==> src/hw/cars_pkg.sv <==
// Package of constants and types for the charge converter readback scheduler
package cars_pkg;
   // Clock rate of the scheduler
   localparam int CLK_HZ = 50000000;
   localparam int CLK_NS = 20;
   // Guard, hold and wait times in nanoseconds
   localparam int PRE_GUARD_NS = 10000;
   localparam int POST_GUARD_NS = 10000;
   localparam int READY_HOLD_NS = 2000;
   localparam int POWER_INIT_NS = 50000;
   localparam int RELEASE_INIT_NS = 50000;
   // Least times round up to whole cycles
   localparam int PRE_GUARD_CYC = (PRE_GUARD_NS + CLK_NS - 1) / CLK_NS;
   localparam int POST_GUARD_CYC = (POST_GUARD_NS + CLK_NS - 1) / CLK_NS;
   localparam int READY_HOLD_CYC = (READY_HOLD_NS + CLK_NS - 1) / CLK_NS;
   localparam int POWER_INIT_CYC = (POWER_INIT_NS + CLK_NS - 1) / CLK_NS;
   localparam int RELEASE_INIT_CYC = (RELEASE_INIT_NS + CLK_NS - 1) / CLK_NS;
   // Bits per chained converter and shift clock half period in cycles
   localparam int BITS_PER_INTEGRATOR_SIDE_SELECT = 40;
   localparam int SHIFT_HALF_CYC = 4;
   // Default integration period in cycles (1000 us)
   localparam int INT_PERIOD_CYC = 50000;
   // Reset values of pins
   localparam logic RST_SELECT = 1'b0;
   localparam logic RST_XMIT_N = 1'b1;
   localparam logic RST_SHIFT = 1'b0;

   typedef enum logic [1:0] {
      METHOD_BEFORE = 2'b00,
      METHOD_AFTER = 2'b01,
      METHOD_SPLIT = 2'b10,
      METHOD_NONCONT = 2'b11
   } cars_method_type;

   typedef enum logic [2:0] {
      ST_POWER = 3'b000,
      ST_RELEASE = 3'b001,
      ST_WAIT_READY = 3'b010,
      ST_SHIFT = 3'b011,
      ST_PAUSE = 3'b100,
      ST_DONE = 3'b101
   } cars_state_type;
endpackage : cars_pkg

==> src/hw/cars_shift_if.sv <==
// Interface joining the scheduler and its shift engine
`timescale 1ns/1ps
`default_nettype none
interface cars_shift_if;
   logic run;
   logic busy;
   logic bit_valid;
   logic bit_data;
   logic shift_level;
   logic data_in;
   modport ctrl (output run, input busy, input bit_valid, input bit_data, input shift_level,
      output data_in);
   modport eng (input run, output busy, output bit_valid, output bit_data, output shift_level,
      input data_in);
endinterface : cars_shift_if
`default_nettype wire

==> src/hw/cars_scheduler.sv <==
// Host scheduler that toggles integration select and reads back conversion results
`timescale 1ns/1ps
`default_nettype none
// Overview of operation
// - Drop transmit enable after ready, then clock bits
// - Shift clock idle 10 us around toggles
// - Before-toggle: start after ready, end before toggle
// - Before-toggle: stop pre-guard before select changes
// - Window is period minus delays; 40 clocks each
// - After-toggle: wait post-guard before any shift
// - After-toggle: finish before next data ready
// - Split: pause around toggle, finish before ready
// - Short period: whole noncontinuous window usable
// - Long period: wait for second integration end
// - Read second result before next round
// - Noncontinuous: keep guards; no ready deadline
// - Host gives first toggle to release integration
// - Wait 50 us init; integration 50 us later
module cars_scheduler #(
   parameter int CHAIN = 1,
   parameter int INT_CYC = cars_pkg::INT_PERIOD_CYC,
   parameter int POWER_CYC = cars_pkg::POWER_INIT_CYC,
   parameter int RELEASE_CYC = cars_pkg::RELEASE_INIT_CYC
) (
   input wire logic clk,
   input wire logic rst,
   input wire logic enable,
   input wire logic [1:0] method,
   input wire logic first_side,
   input wire logic result_ready_n,
   input wire logic serial_in,
   output logic integrator_side_select,
   output logic transmit_enable_n,
   output logic shift_clock,
   output logic [39:0] word_data,
   output logic word_valid,
   output logic word_last,
   output logic overrun,
   output logic running
);
   localparam int BITS = CHAIN * cars_pkg::BITS_PER_INTEGRATOR_SIDE_SELECT;

   cars_shift_if sif ();
   cars_shift_engine #(.HALF_CYC(cars_pkg::SHIFT_HALF_CYC)) u_eng (
      .clk(clk),
      .rst(rst),
      .sif(sif)
   );

   logic ready_s1_r;
   logic ready_s2_r;
   logic ready_prev_r;
   logic din_s1_r;
   logic din_s2_r;
   logic ready_fall;
   cars_pkg::cars_state_type state_r;
   cars_pkg::cars_state_type state_nxt;
   cars_pkg::cars_method_type method_r;
   logic [31:0] tick_r;
   logic [31:0] since_toggle_r;
   logic [31:0] bit_cnt_r;
   logic [5:0] word_bit_r;
   logic [39:0] shreg_r;
   logic select_r;
   logic xmit_n_r;
   logic toggle_now;
   logic guard_ok;
   logic word_valid_r;
   logic word_last_r;
   logic overrun_r;
   logic [31:0] power_cnt_r;
   logic [31:0] since_ready_r;
   logic late;
   logic [39:0] word_r;

   function automatic logic at_count(input logic [31:0] cnt, input int lim);
      at_count = cnt >= 32'(lim);
   endfunction

   // Readback holds transmit enable low in both of these states
   function automatic logic is_reading(input cars_pkg::cars_state_type st);
      is_reading = (st == cars_pkg::ST_SHIFT) || (st == cars_pkg::ST_PAUSE);
   endfunction

   // Integration select runs its period only once the release toggle is given
   function automatic logic is_released(input cars_pkg::cars_state_type st);
      is_released = (st != cars_pkg::ST_POWER) && (st != cars_pkg::ST_RELEASE);
   endfunction

   // Two-stage synchronisers for pins from the converter
   always_ff @(posedge clk or posedge rst) begin
      if (rst) begin
         ready_s1_r <= 1'b1;
         ready_s2_r <= 1'b1;
         ready_prev_r <= 1'b1;
         din_s1_r <= 1'b0;
         din_s2_r <= 1'b0;
      end else begin
         ready_s1_r <= result_ready_n;
         ready_s2_r <= ready_s1_r;
         ready_prev_r <= ready_s2_r;
         din_s1_r <= serial_in;
         din_s2_r <= din_s1_r;
      end
   end
   assign ready_fall = ready_prev_r && !ready_s2_r;
   assign sif.data_in = din_s2_r;

   // Integration period timer; a toggle is due each time it wraps
   always_ff @(posedge clk or posedge rst) begin
      if (rst) begin
         tick_r <= 32'h0000_0000;
      end else if (state_r == cars_pkg::ST_POWER || state_r == cars_pkg::ST_RELEASE) begin
         tick_r <= 32'h0000_0000;
      end else if (toggle_now) begin
         tick_r <= 32'h0000_0000;
      end else begin
         tick_r <= tick_r + 32'h0000_0001;
      end
   end

   // Toggle is held off while the shift clock is high, so no edge lands near it
   assign toggle_now = is_released(state_r) && at_count(tick_r, INT_CYC - 1)
      && !sif.busy;

   // Guard: far enough from the last toggle and from the next one
   assign guard_ok = at_count(since_toggle_r, cars_pkg::POST_GUARD_CYC)
      && !at_count(tick_r, INT_CYC - cars_pkg::PRE_GUARD_CYC - cars_pkg::SHIFT_HALF_CYC * 2);

   // Saturates past both waits, so the post-toggle guard can always be met
   always_ff @(posedge clk or posedge rst) begin
      if (rst) begin
         since_toggle_r <= 32'h0000_0000;
      end else if (toggle_now || state_r == cars_pkg::ST_RELEASE) begin
         since_toggle_r <= 32'h0000_0000;
      end else if (!at_count(since_toggle_r, RELEASE_CYC + cars_pkg::POST_GUARD_CYC)) begin
         since_toggle_r <= since_toggle_r + 32'h0000_0001;
      end
   end

   // Integration select: preset level at power, then first toggle releases it
   always_ff @(posedge clk or posedge rst) begin
      if (rst) begin
         select_r <= cars_pkg::RST_SELECT;
         method_r <= cars_pkg::METHOD_BEFORE;
      end else if (state_r == cars_pkg::ST_POWER) begin
         // One steady level for the whole power wait picks the first side
         select_r <= first_side;
         method_r <= cars_pkg::cars_method_type'(method);
      end else if (state_r == cars_pkg::ST_RELEASE && at_count(tick_r, 0)
         && state_nxt != cars_pkg::ST_RELEASE) begin
         select_r <= ~select_r;
      end else if (toggle_now) begin
         select_r <= ~select_r;
      end
   end

   // Power-on wait has its own counter, so the bit counter starts clean
   always_ff @(posedge clk or posedge rst) begin
      if (rst) begin
         power_cnt_r <= 32'h0000_0000;
      end else if (state_r == cars_pkg::ST_POWER && !at_count(power_cnt_r, POWER_CYC)) begin
         power_cnt_r <= power_cnt_r + 32'h0000_0001;
      end
   end

   // Readback sequencer; one readback per fall of ready
   always_comb begin
      state_nxt = state_r;
      case (state_r)
         cars_pkg::ST_POWER: begin
            if (enable && at_count(power_cnt_r, POWER_CYC)) begin
               state_nxt = cars_pkg::ST_RELEASE;
            end
         end
         cars_pkg::ST_RELEASE: begin
            state_nxt = cars_pkg::ST_WAIT_READY;
         end
         cars_pkg::ST_WAIT_READY: begin
            if (!enable) begin
               state_nxt = cars_pkg::ST_DONE;
            end else if (!ready_s2_r && at_count(since_toggle_r, RELEASE_CYC)) begin
               // After-toggle and split methods start only outside the guard
               if (guard_ok || method_r == cars_pkg::METHOD_BEFORE) begin
                  state_nxt = cars_pkg::ST_SHIFT;
               end
            end
         end
         cars_pkg::ST_SHIFT: begin
            if (at_count(bit_cnt_r, BITS) && !sif.busy) begin
               state_nxt = cars_pkg::ST_DONE;
            end else if (!guard_ok && !sif.busy) begin
               state_nxt = cars_pkg::ST_PAUSE;
            end
         end
         cars_pkg::ST_PAUSE: begin
            if (guard_ok) begin
               state_nxt = cars_pkg::ST_SHIFT;
            end
         end
         cars_pkg::ST_DONE: begin
            if (enable && ready_s2_r) begin
               state_nxt = cars_pkg::ST_WAIT_READY;
            end
         end
         default: state_nxt = cars_pkg::ST_POWER;
      endcase
   end

   // Single state register fed by the sequencer above
   always_ff @(posedge clk or posedge rst) begin
      if (rst) begin
         state_r <= cars_pkg::ST_POWER;
      end else begin
         state_r <= state_nxt;
      end
   end

   // Transmit enable falls on entering shift and rises when the word set is done
   always_ff @(posedge clk or posedge rst) begin
      if (rst) begin
         xmit_n_r <= cars_pkg::RST_XMIT_N;
      end else if (state_nxt == cars_pkg::ST_SHIFT || state_nxt == cars_pkg::ST_PAUSE) begin
         xmit_n_r <= 1'b0;
      end else begin
         xmit_n_r <= 1'b1;
      end
   end

   // Shift clock only runs in ST_SHIFT with transmit enable already low
   assign sif.run = (state_r == cars_pkg::ST_SHIFT) && !xmit_n_r && guard_ok
      && !at_count(bit_cnt_r, BITS);

   // Bit counting and word assembly, one word per chained converter
   always_ff @(posedge clk or posedge rst) begin
      if (rst) begin
         bit_cnt_r <= 32'h0000_0000;
         word_bit_r <= 6'h00;
         shreg_r <= 40'h00_0000_0000;
         word_r <= 40'h00_0000_0000;
         word_valid_r <= 1'b0;
         word_last_r <= 1'b0;
      end else begin
         word_valid_r <= 1'b0;
         word_last_r <= 1'b0;
         // Cleared before each readback so chained words line up
         if (state_r == cars_pkg::ST_WAIT_READY || state_r == cars_pkg::ST_RELEASE) begin
            bit_cnt_r <= 32'h0000_0000;
            word_bit_r <= 6'h00;
         end else if (sif.bit_valid) begin
            bit_cnt_r <= bit_cnt_r + 32'h0000_0001;
            shreg_r <= {shreg_r[38:0], sif.bit_data};
            if (word_bit_r == 6'(cars_pkg::BITS_PER_INTEGRATOR_SIDE_SELECT - 1)) begin
               word_bit_r <= 6'h00;
               word_r <= {shreg_r[38:0], sif.bit_data};
               word_valid_r <= 1'b1;
               word_last_r <= at_count(bit_cnt_r, BITS - 1);
            end else begin
               word_bit_r <= word_bit_r + 6'h01;
            end
         end
      end
   end

   // Next result is due one period after this one; reading must end the quiet hold before it
   always_ff @(posedge clk or posedge rst) begin
      if (rst) begin
         since_ready_r <= 32'h0000_0000;
      end else if (ready_fall) begin
         since_ready_r <= 32'h0000_0000;
      end else if (!at_count(since_ready_r, INT_CYC)) begin
         since_ready_r <= since_ready_r + 32'h0000_0001;
      end
   end
   // Noncontinuous pairs do not follow the period, so only continuous modes use it
   assign late = (method_r != cars_pkg::METHOD_NONCONT)
      && at_count(since_ready_r, INT_CYC - cars_pkg::READY_HOLD_CYC);

   // Overrun: a new result arrives, the ready deadline passes, or (before-toggle method only) a toggle is due, before the readback ended
   always_ff @(posedge clk or posedge rst) begin
      if (rst) begin
         overrun_r <= 1'b0;
      end else begin
         if (is_reading(state_r) && (ready_fall || late
            || (toggle_now && method_r == cars_pkg::METHOD_BEFORE))) begin
            overrun_r <= 1'b1;
         end else if (state_r == cars_pkg::ST_WAIT_READY && !enable) begin
            overrun_r <= 1'b0;
         end
      end
   end

   assign integrator_side_select = select_r;
   assign transmit_enable_n = xmit_n_r;
   assign shift_clock = sif.shift_level;
   assign word_data = word_r;
   assign word_valid = word_valid_r;
   assign word_last = word_last_r;
   assign overrun = overrun_r;
   assign running = is_released(state_r);
endmodule : cars_scheduler
`default_nettype wire

==> src/hw/cars_shift_engine.sv <==
// Shift clock generator that clocks one bit per period while run is high
`timescale 1ns/1ps
`default_nettype none
module cars_shift_engine #(
   parameter int HALF_CYC = cars_pkg::SHIFT_HALF_CYC
) (
   input wire logic clk,
   input wire logic rst,
   cars_shift_if.eng sif
);
   logic [7:0] div_r;
   logic level_r;
   logic valid_r;
   logic data_r;

   // Stopping mid-period holds the clock low, so a pause never leaves a half bit
   always_ff @(posedge clk or posedge rst) begin
      if (rst) begin
         div_r <= 8'h00;
         level_r <= cars_pkg::RST_SHIFT;
      end else if (!sif.run && !level_r) begin
         div_r <= 8'h00;
      end else if (div_r == 8'(HALF_CYC - 1)) begin
         div_r <= 8'h00;
         level_r <= ~level_r;
      end else begin
         div_r <= div_r + 8'h01;
      end
   end

   // Sample serial data on the rising shift edge
   always_ff @(posedge clk or posedge rst) begin
      if (rst) begin
         valid_r <= 1'b0;
         data_r <= 1'b0;
      end else begin
         valid_r <= (div_r == 8'(HALF_CYC - 1)) && !level_r;
         if ((div_r == 8'(HALF_CYC - 1)) && !level_r) begin
            data_r <= sif.data_in;
         end
      end
   end

   assign sif.shift_level = level_r;
   assign sif.busy = level_r;
   assign sif.bit_valid = valid_r;
   assign sif.bit_data = data_r;
endmodule : cars_shift_engine
`default_nettype wire

==> config.mk <==
export PLATFORM = sky130hd
export DESIGN_NAME = cars_scheduler
export DESIGN_NICKNAME = d
export VERILOG_FILES = /design/src/hw/cars_pkg.sv /design/src/hw/cars_shift_if.sv /design/src/hw/cars_scheduler.sv /design/src/hw/cars_shift_engine.sv
export SDC_FILE = /design/constraint.sdc
export NUM_CORES = 1
export LEC_CHECK = 0
export BUFFER_PORTS_ARGS = -buffer_cell sky130_fd_sc_hd__buf_2
export CORE_MARGIN = 2
export CORE_UTILIZATION = 55
export CTS_CLUSTER_DIAMETER = 80
export CTS_CLUSTER_SIZE = 14
export DETAILED_ROUTE_END_ITERATION = 10
export PLACE_DENSITY = 0.81
export SLEW_MARGIN = 20
export SYNTH_ARGS = -nofsm -noshare
export SYNTH_HDL_FRONTEND = slang
export SYNTH_SLANG_ARGS = --single-unit
==> constraint.sdc <==
create_clock -name clk -period 8.2 [get_ports clk]
set_input_delay 0.82 -clock clk [delete_from_list [all_inputs] [get_ports clk]]
set_output_delay 0.82 -clock clk [all_outputs]
set_load 0.005 [all_outputs]
==> summary.txt, run 1 <==
Routing
  – Vias: 7,540
  – Routed Wire Length: 20,700 um
  – Max layer used: met4
  – Routed wl met3: 812 um
  – Met2 routed WL: 9750 um
  – First drt pass iteration count: 5
  – DR iter-0 viols: 478
  – DRC viols: 0
  – WL per Instance: 15.4 um
  – Routed Antenna Nets: 0
  – Drt via density: 5.59
  – Met1 wire length: 9710 um

Placement
  – Dpl cells: 1,316
  – DP Wirelength: 13,200 um
  – Port buffer count: 54
  – Dpl cell area: 0.0121 mm2
  – Final Wtd Congestion: 0.853

Timing
  – Worst hold slack: 0.348 ns
  – Worst clock skew: 0.0111 ns
  – Fin crit share: 34.3%
  – Peak Freq: 356 MHz
  – RSZ-0062 raised after global routing: false
  – Slew headroom: 30.7%
  – Final setup viols: 0
  – Fin. max-slew vios: 0
  – Post-layout min period: 2.81 ns
  – Hold Fails Final Rpt: 0
  – Setup TNS: 0 ns
  – Worst Max-Slew Pin Slew: 1.04 ns

Logic synthesis
  – Syn Std Cell Area: 0.0117 mm2
  – Ys async rst share: 100%
  – Post-synth EDFFs: 0
  – Synth Area per Inst: 11.3 um2
  – Mapped Nets: 1,054
  – Yosys warnings: 0
  – Synth cell types: 62
  – Syn Inst Count: 1,034
  – #FFs+latches synth: 271
  – Post-synthesis sequential area ratio: 58.2%
  – Top FF cell, synth: dfrtp_1

Clock tree
  – Post_cts resized: 0
  – CTS Root Cell: clkbuf_16
  – CTS Hold Bufs: 0
  – H-tree depth: 1
  – Clk_lat worst skew: 0.52 ns
  – CTS tree: yes
  – Total CTS buffers: 23
  – Maximum number of buffers from clock root to sink: 3
  – Clock Sinks: 271
  – Clock-pin slew on the worst setup and hold paths: 0.06 ns
  – Post CTS Setup Buffer Count: 0

Layout
  – Number of diodes: 0
  – Final-stage net count: 1,087
  – Post-route cell area: 0.0128 mm2
  – Share of cells above drive strength 1: 17.5%
  – Final core occ: 61.2%
  – Post-route non-filler standard cell count: 1,350
  – Fillers: 1,620
  – Layout overhead on the synthesized area: 9.69%

Power and ir drop
  – Clock network power share: 34.9%
  – Pwr Density: 217 mW/mm2
  – Cell internal pwr: 2030 uW
  – Worst IR drop on VDD: 0.000172 V
  – Flop pwr share: 53.7%
  – Switching power: 746 uW
  – Combinational power share: 11.4%
  – Sw frac: 26.9%
  – P_leak: 0.00618 uW

Global routing
  – Initial antenna violation count: 0
  – GRT overflow: 0
  – First-pass GRT wire length: 35,100 um
  – Vias in the first global route: 7,324
  – Global-route usage over all layers: 18.9%
  – Largest net degree at the start of global routing: 203

Worst setup path
  – Max FO, Critical Path: 42
  – CP Capture Type: flop
  – Crit Path Category: flop to flop
  – Critical path startpoint category: flop
  – CP Data Arrival Time: 3.21 ns
  – Crit path required time: 8.60 ns

Floorplanning
  – Die area: 0.0224 mm2
  – Core area: 0.0209 mm2
  – # IOs: 55
  – Die Height: 150 um
  – FP Rows: 53
  – Die width: 150 um
  – Initial Util: 55.8%

Run
  – Max cap viols: 0

Worst hold path
  – Tightest Hold Check Type: flop to flop

Outcome
  – Outcome: completed
cells by family after synthesis:
kind of cell	after synthesis	synth area share (%)
DFF	271	58.2
AOI/OAI and AO/OA	99	5.81
and+or+nand+nor	391	17.1
muxes	82	7.91
buffers and inverters	92	3.17
adders and majority gates	12	1.29
xor gates and xnor gates	87	6.54
final timing paths:
path	from	to	slack, ns	depth (start not counted)
max	state_r[1]$_DFF_PP0_	word_data[21]$_DFFE_PP0P_	5.39	5
min	din_s1_r$_DFF_PP0_	din_s2_r$_DFF_PP0_	0.35	0
max reg2reg	state_r[1]$_DFF_PP0_	word_data[21]$_DFFE_PP0P_	5.39	5
min reg2reg	din_s1_r$_DFF_PP0_	din_s2_r$_DFF_PP0_	0.35	0
max in group asynchronous	rst	word_data[7]$_DFFE_PP0P_	6.11	5
min in group asynchronous	rst	power_cnt_r[3]$_DFFE_PP0P_	0.58	3
synthesized netlist by cell type (6+ instances only):
cell type    n  area, um2
nor4_1      37        231
nor3_1      19       95.1
a21o_1       7       52.6
and3_1      15       93.8
nand3_1     43        215
dfrtp_1    267       6680
o21ai_0     20        100
nand4_1     26        163
a21oi_1     26        130
and2_1      39        244
a211oi_1     6       45.0
mux2_2      81        912
xor2_1      38        333
xnor2_1     49        429
nand2_1     52        195
clkbuf_1    44        165
inv_1       39        146
a31oi_1      6       37.5
ha_1        12        150
nor2_1     119        447
or3_1       13       81.3
per-stage QoR:
| step | total power, uW | setup slack (ns) |
|---|---|---|
| after floorplan | 1740 | 3.80 |
| after global placement | 1820 | 5.32 |
| after detailed placement | 1830 | 5.21 |
| after CTS | 2800 | 5.15 |
| after global routing | 2910 | 5.22 |
| final | 2780 | 5.39 |
layer usage:
metal,track usage (%),vias up
li1,-,3628
met1,27.3,3750
met2,29.7,127
met3,3.08,35
met4,5.81,0
met5,0,-
state kept, by name, indices dropped and copies added (netlist names), 2 cells and up:
name and cells:
word_data 40, shreg_r 39, bit_cnt_r 32, power_cnt_r 32, since_ready_r 32, since_toggle_r 32, tick_r 32, u_eng.div_r 8
word_bit_r 6, state_r 3, method_r 2
worst max-delay path: stages, from the launching register on:
cell and delay (ns):
dfrtp_1 0.48, xnor2_1 0.23, o21ai_4 0.15, buf_4 0.47, or2_2 0.91, mux2_2 0.43
area by class of cell:
type,instances,area [um2],share of cell area (%)
Multi-Input combinational cell,671,4530,35.4
Inverter,39,150,1.17
Clock inverter,3,22.5,0.176
Tap cell,275,344,2.69
Sequential cell,271,6790,53.1
Clock buffer,30,602,4.71
Timing Repair Buffer,61,355,2.78
cell usage in the layout (no fill, tap or decap), drive strengths merged, types with 7 or more instances in the layout:
cell / count
xnor2: 49
xor2: 38
nand4: 26
nor3: 19
inv: 39
nand2: 52
clkbuf: 30
mux2: 81
buf: 61
dfrtp: 267
nor2: 120
nor4: 38
a21oi: 26
o21ai: 22
a21o: 7
or3: 13
and2: 39
ha: 12
and3: 15
nand3: 44
power by group through the flow:
| stage | clock network (uW) | registers (uW) | logic [uW] |
|---|---|---|---|
| after global placement | 0 | 1510 | 309 |
| after CTS | 994 | 1490 | 321 |
| after global routing | 1050 | 1500 | 362 |
| after detailed placement | 0 | 1510 | 319 |
| after floorplan | 0 | 1480 | 261 |
| final | 969 | 1490 | 317 |
Power figures use the tool's default switching activity.
==> inputs of run 2 (changes only) <==
Settings changed: CORE_UTILIZATION 55 to 61, PLACE_DENSITY 0.81 to 0.85.
Clock period 8.2 ns to 2.9 ns, I/O delays scaled along.
==> run 2 against run 1 <==
Hold slack lost 0.27 ns. Flip-flop and latch count stayed put. Final area increased by 1.2%. Sequential power grew to 2.8 times the previous value. Utilization rose by 8.0 points. Wire length increased by 3.2%. Maximum frequency grew 13%. Cell count decreased by 1.1%. Register-to-register slack got worse by 5.0 ns. Critical path type unchanged. Largest power group unchanged.
==> summary.txt, run 2 (synthesized netlist as in run 1, its figures left out) <==
Timing
  – Fin. max-slew vios: 0 (unchanged)
  – Fin crit share: 86.1% (+52 points)
  – Peak Freq: 400 MHz (+13%)
  – RSZ-0062 raised after global routing: false
  – Hold Fails Final Rpt: 0 (unchanged)
  – Worst Max-Slew Pin Slew: 1.02 ns (-0.0211 ns)
  – Worst clock skew: 0.0145 ns (+0.00338 ns)
  – Worst hold slack: 0.0808 ns (-0.267 ns)
  – Post-layout min period: 2.50 ns (-0.314 ns)
  – Final setup viols: 0 (unchanged)
  – Slew headroom: 32.2% (+1.4 points)

Routing
  – Routed Wire Length: 21,400 um (+3.2%)
  – First drt pass iteration count: 5 (unchanged)
  – DRC viols: 0 (unchanged)
  – Drt via density: 5.70 (+2.1%)
  – WL per Instance: 16.0 um (+4.4%)
  – Vias: 7,616 (+1.0%)
  – Routed Antenna Nets: 0 (unchanged)
  – DR iter-0 viols: 463 (-3.1%)

Global routing
  – Initial antenna violation count: 0 (unchanged)
  – Largest net degree at the start of global routing: 51 (-75%)
  – Vias in the first global route: 7,630 (+4.2%)
  – GRT overflow: 0 (unchanged)
  – First-pass GRT wire length: 36,700 um (+4.6%)
  – Global-route usage over all layers: 21.9% (+3.0 points)

Layout
  – Most frequent cells in the layout: dfrtp_1 (267), nor2_1 (119), mux2_2 (81)
  – Max reg flops: 40 (unchanged)
  – Post-route cell area: 0.0129 mm2 (+1.2%)
  – Layout overhead on the synthesized area: 11.1%
  – Final-stage net count: 1,105 (+1.7%)
  – Number of diodes: 0 (unchanged)
  – Share of cells above drive strength 1: 18.0% (+0.50 points)
  – Commonest non-fill, non-tap cell in the layout: dfrtp_1

Clock tree
  – Total CTS buffers: 23 (unchanged)
  – Clock Sinks: 271 (unchanged)
  – Post_cts resized: 0 (unchanged)
  – CTS Root Cell: clkbuf_16
  – Maximum number of buffers from clock root to sink: 3 (unchanged)
  – H-tree depth: 1 (unchanged)
  – Clock-pin slew on the worst setup and hold paths: 0.07 ns (about the same)
  – Clk_lat worst skew: 0.53 ns (about the same)
  – CTS tree: yes
  – Post CTS Setup Buffer Count: 0 (unchanged)

Placement
  – Port buffer count: 54 (unchanged)
  – DP Wirelength: 14,000 um (+5.9%)
  – Final Wtd Congestion: 0.833 (-2.3%)
  – Dpl cell area: 0.0122 mm2 (+0.86%)

Worst setup path
  – Max FO, Critical Path: 12 (-71%)
  – CP Capture Type: flop
  – CP Data Arrival Time: 2.94 ns (-0.27 ns)
  – Crit path required time: 3.34 ns (-5.26 ns)
  – Critical path startpoint category: flop
  – Crit Path Category: flop to flop
  – R2r setup slk: 0.40 ns (-4.99 ns)

Run
  – Max cap viols: 0 (unchanged)

Worst hold path
  – Tightest Hold Check Type: primary input to flop

Outcome
  – Outcome: completed

Floorplanning
  – Die Height: 142 um (-4.9%)
  – Core area: 0.0187 mm2 (-10%)
  – # IOs: 55 (unchanged)
  – Initial Util: 62.3% (+6.5 points)
  – FP Rows: 50 (-5.7%)
  – Die width: 142 um (-4.9%)
  – Die area: 0.0202 mm2 (-9.6%)

Power and ir drop
  – Worst IR drop on VDD: 0.000529 V (+210%)
  – P_leak: 0.00629 uW (+1.8%)
  – Pwr Density: 618 mW/mm2 (+180%)
[run 2: area by class of cell]
class                           instances  area (um2)
Inverter                               39         150
Timing Repair Buffer                   79         533
Multi-Input combinational cell        671        4520
Clock buffer                           39         636
Fill cell                            1300        5760
Tap cell                              234         293
Sequential cell                       271        6790
Clock inverter                          2        31.3
[run 2: path summary, 6_finish.rpt]
path                                      from                                 end  cells after the start
setup / recovery           tick_r[0]$_DFF_PP0_       since_toggle_r[5]$_DFFE_PP0P_                      6
hold / removal                      first_side  integrator_side_select$_DFFE_PP0P_                      3
setup reg to reg           tick_r[0]$_DFF_PP0_       since_toggle_r[5]$_DFFE_PP0P_                      6
hold reg to reg             din_s1_r$_DFF_PP0_                  din_s2_r$_DFF_PP0_                      0
max in group asynchronous                  rst           bit_cnt_r[16]$_DFFE_PP0P_                      4
min in group asynchronous                  rst       since_toggle_r[5]$_DFFE_PP0P_                      3
[run 2: what timing repair did]
item	in CTS	in global routing
endpoints found under the hold margin	21	0
endpoints found under the setup margin	0	0
hold buffers	5	0
[run 2: stage by stage]
stage | TNS, ns | setup WS (ns) | instances | total power, uW | utilization, %
after floorplan | -258.57 | -0.968 | 1034 | 4910 | -
after global placement | 0 | 0.485 | 1289 | 5170 | 65.4
after detailed placement | 0 | 0.420 | 1289 | 5210 | 65.4
after CTS | 0 | 0.410 | 1335 | 8070 | 69.2
after global routing | 0 | 0.181 | 1335 | 8390 | 69.2
final | 0 | 0.402 | 1335 | 8000 | 69.2
[run 2: per-layer routing]
layer  vias up  GRT usage, %  routed length (um)
li1       3670             -                   -
met1      3787          30.9                9730
met2       131          35.8               10400
met3        28          4.14                 916
met4         0          5.37                 351
met5         -             0                   0
[run 2: report_power, final]
group / switching [uW] / total, uW / leakage [uW] / internal (uW)
registers: 248 / 4220 / 0.00373 / 3970
logic: 582 / 937 / 0.00224 / 354
clock network: 1340 / 2850 / 0.000318 / 1510
[run 2: critical path: stages, from the launching register on]
cell      delay, ns
dfrtp_1        0.43
ha_1           0.28
a311o_1        0.37
a21o_1         0.18
a311oi_1       0.46
o22ai_1        0.44
a21oi_1        0.25
==> inputs of run 3 (changes only) <==
Settings changed: PLACE_DENSITY 0.85 to default, PLACE_DENSITY_LB_ADDON from default to 0.25, TNS_END_PERCENT from default to 1.
==> run 3 against run 2 <==
Utilization down 0.13 points. Highest routed layer unchanged. Flip-flop and latch count is the same. Wire length decreased by 2.3%.
==> summary.txt, run 3 (synthesized netlist as in run 1, its figures left out) <==
Worst hold path
  – Hold path depth: 3 (unchanged)
  – Worst Hold Path EP: integrator_side_select$_DFFE_PP0P_
  – Min-delay src: first_side
  – Tightest Hold Check Type: primary input to flop

Layout
  – Layout overhead on the synthesized area: 10.9%
  – Commonest non-fill, non-tap cell in the layout: dfrtp_1
  – Share of cells above drive strength 1: 17.9% (-0.12 points)
  – Final-stage net count: 1,102 (-0.27%)
  – Max reg flops: 40 (unchanged)
  – Most frequent cells in the layout: dfrtp_1 (267), nor2_1 (119), mux2_2 (81)

Power and ir drop
  – Flop pwr share: 53.2% (+0.5 points)
  – Combinational power share: 11.6% (about the same)
  – P_leak: 0.00627 uW (-0.24%)
  – Worst IR drop on VDD: 0.000520 V (-1.7%)
  – Clock network power share: 35.2% (-0.4 points)
  – Sw frac: 26.9% (-0.25 points)
  – Switching power: 2130 uW (-1.8%)
  – Tot Pwr: 7930 uW (-0.92%)
  – Cell internal pwr: 5800 uW (-0.59%)
  – Pwr Density: 614 mW/mm2 (-0.74%)

Floorplanning
  – Core area: 0.0187 mm2 (unchanged)
  – Initial Util: 62.3% (unchanged)
  – Die Height: 142 um (unchanged)
  – # IOs: 55 (unchanged)
  – Die width: 142 um (unchanged)
  – FP Rows: 50 (unchanged)
  – Die area: 0.0202 mm2 (unchanged)

Timing
  – RSZ-0062 raised after global routing: false
  – Hold Fails Final Rpt: 0 (unchanged)
  – Worst clock skew: 0.0112 ns (-0.00330 ns)
  – Final setup viols: 0 (unchanged)
  – Worst Max-Slew Pin Slew: 1.04 ns (+0.0226 ns)
  – Fin crit share: 85.9% (-0.20 points)
  – Peak Freq: 401 MHz (+0.24%)
  – Slew headroom: 30.6% (-1.5 points)
  – Final setup margin: 0.408 ns (+0.00587 ns)
  – Fin. max-slew vios: 0 (unchanged)
  – Post-layout min period: 2.49 ns (-0.00587 ns)

Placement
  – Final Wtd Congestion: 0.788 (-5.4%)
  – Place WS: 0.430 ns (+0.0102 ns)
  – Port buffer count: 54 (unchanged)
  – DP Wirelength: 13,800 um (-1.6%)

Run
  – Max cap viols: 0 (unchanged)

Worst setup path
  – CP Data Arrival Time: 2.93 ns (about the same)
  – CP Capture Type: flop
  – Worst R2R Path Depth: 6 (unchanged)
  – Critical Path Start: tick_r[0]$_DFF_PP0_
  – RR Startpoint: tick_r[0]$_DFF_PP0_
  – R2r setup slk: 0.41 ns (about the same)
  – Critical path startpoint category: flop
  – Max FO, Critical Path: 12 (unchanged)
  – Crit Path Category: flop to flop
  – Crit path required time: 3.34 ns (about the same)
  – Reg-to-reg endpoint: since_toggle_r[7]$_DFFE_PP0P_

Routing
  – Routed Antenna Nets: 0 (unchanged)
  – Drt via density: 5.73 (+0.50%)
  – DR iter-0 viols: 404 (-13%)
  – Vias: 7,637 (+0.28%)
  – First drt pass iteration count: 5 (unchanged)
  – DRC viols: 0 (unchanged)
  – WL per Instance: 15.7 um (-2.1%)
  – Routed Wire Length: 20,900 um (-2.3%)

Global routing
  – Vias in the first global route: 7,553 (-1.0%)
  – GRT overflow: 0 (unchanged)
  – Global-route usage over all layers: 21.6% (-0.30 points)
  – Initial antenna violation count: 1 (+1)
  – First-pass GRT wire length: 36,200 um (-1.3%)
  – Largest net degree at the start of global routing: 49 (-3.9%)

Outcome
  – Outcome: completed

Clock tree
  – Maximum number of buffers from clock root to sink: 3 (unchanged)
  – Post_cts resized: 0 (unchanged)
  – CTS Root Cell: clkbuf_16
  – Total CTS buffers: 23 (unchanged)
  – H-tree depth: 1 (unchanged)
  – Clock-pin slew on the worst setup and hold paths: 0.07 ns (about the same)
  – CTS tree: yes
  – Clock Sinks: 271 (unchanged)
  – Clk_lat worst skew: 0.52 ns (about the same)
[run 3: changes by cell type in the layout (fill, tap and decap cells not counted), sizes merged]
cell	change
clkbuf	-2
buf	-3
diode	+1
inv	-1
clkinv	+2
[run 3: timing repair]
action,CTS,global route
hold endpoints to repair,30,0
hold buffers,5,0
endpoints found under the setup margin,0,0
buffers inserted,0,0
[run 3: worst max path at each step]
stage	to	slack [ns]	cells past startpoint
final	since_toggle_r[7]$_DFFE_PP0P_	0.41	6
after global routing	since_toggle_r[2]$_DFFE_PP0P_	0.21	6
after CTS	bit_cnt_r[26]$_DFFE_PP0P_	0.41	7
after detailed placement	since_toggle_r[9]$_DFFE_PP0P_	0.43	6
after global placement	since_toggle_r[7]$_DFFE_PP0P_	0.49	6
after floorplan	bit_cnt_r[0]$_DFFE_PP0P_	-0.97	1
[run 3: power by group through the flow]
| stage | clock network, uW | logic [uW] | registers [uW] |
|---|---|---|---|
| finish | 2790 | 922 | 4220 |
| global route | 3010 | 1050 | 4250 |
| CTS | 2860 | 930 | 4210 |
| detailed placement | 0 | 920 | 4280 |
| global placement | 0 | 896 | 4270 |
| floorplan | 0 | 737 | 4180 |
[run 3: through the flow]
stage	hold WS, ns	util, %	std cells	TNS [ns]	area, um2
floorplan	0.294	-	1034	-258.57	11700
CTS	0.112	69.1	1331	0	12900
detailed placement	0.346	65.3	1286	0	12200
global route	0.147	69.1	1332	0	12900
global placement	0.335	65.3	1286	0	12200
finish	0.125	69.1	1332	0	12900
[run 3: routing by layer]
layer | vias up | share of wire [%] | GRT usage, %
met4 | 0 | 2.6 | 6.00
met2 | 123 | 47 | 35.4
li1 | 3670 | - | -
met3 | 38 | 3.4 | 3.50
met1 | 3806 | 47 | 30.4
met5 | - | 0 | 0
[run 3: final cells by class]
cell class,instances,area [um2]
sequential,271,6790
fill,1403,5780
multi-input combinational,671,4520
clock buffer,37,628
timing repair buffer,76,523
tap,234,293
inverter,39,150
clock inverter,3,22.5
antenna,1,2.50
[run 3: worst max-delay path, cell delays in order, from the launching register on]
cell and delay [ns]:
dfrtp_1 0.43, ha_1 0.29, a311o_1 0.37, a21o_1 0.18
a311oi_1 0.47, o22ai_1 0.44, a21oi_1 0.23
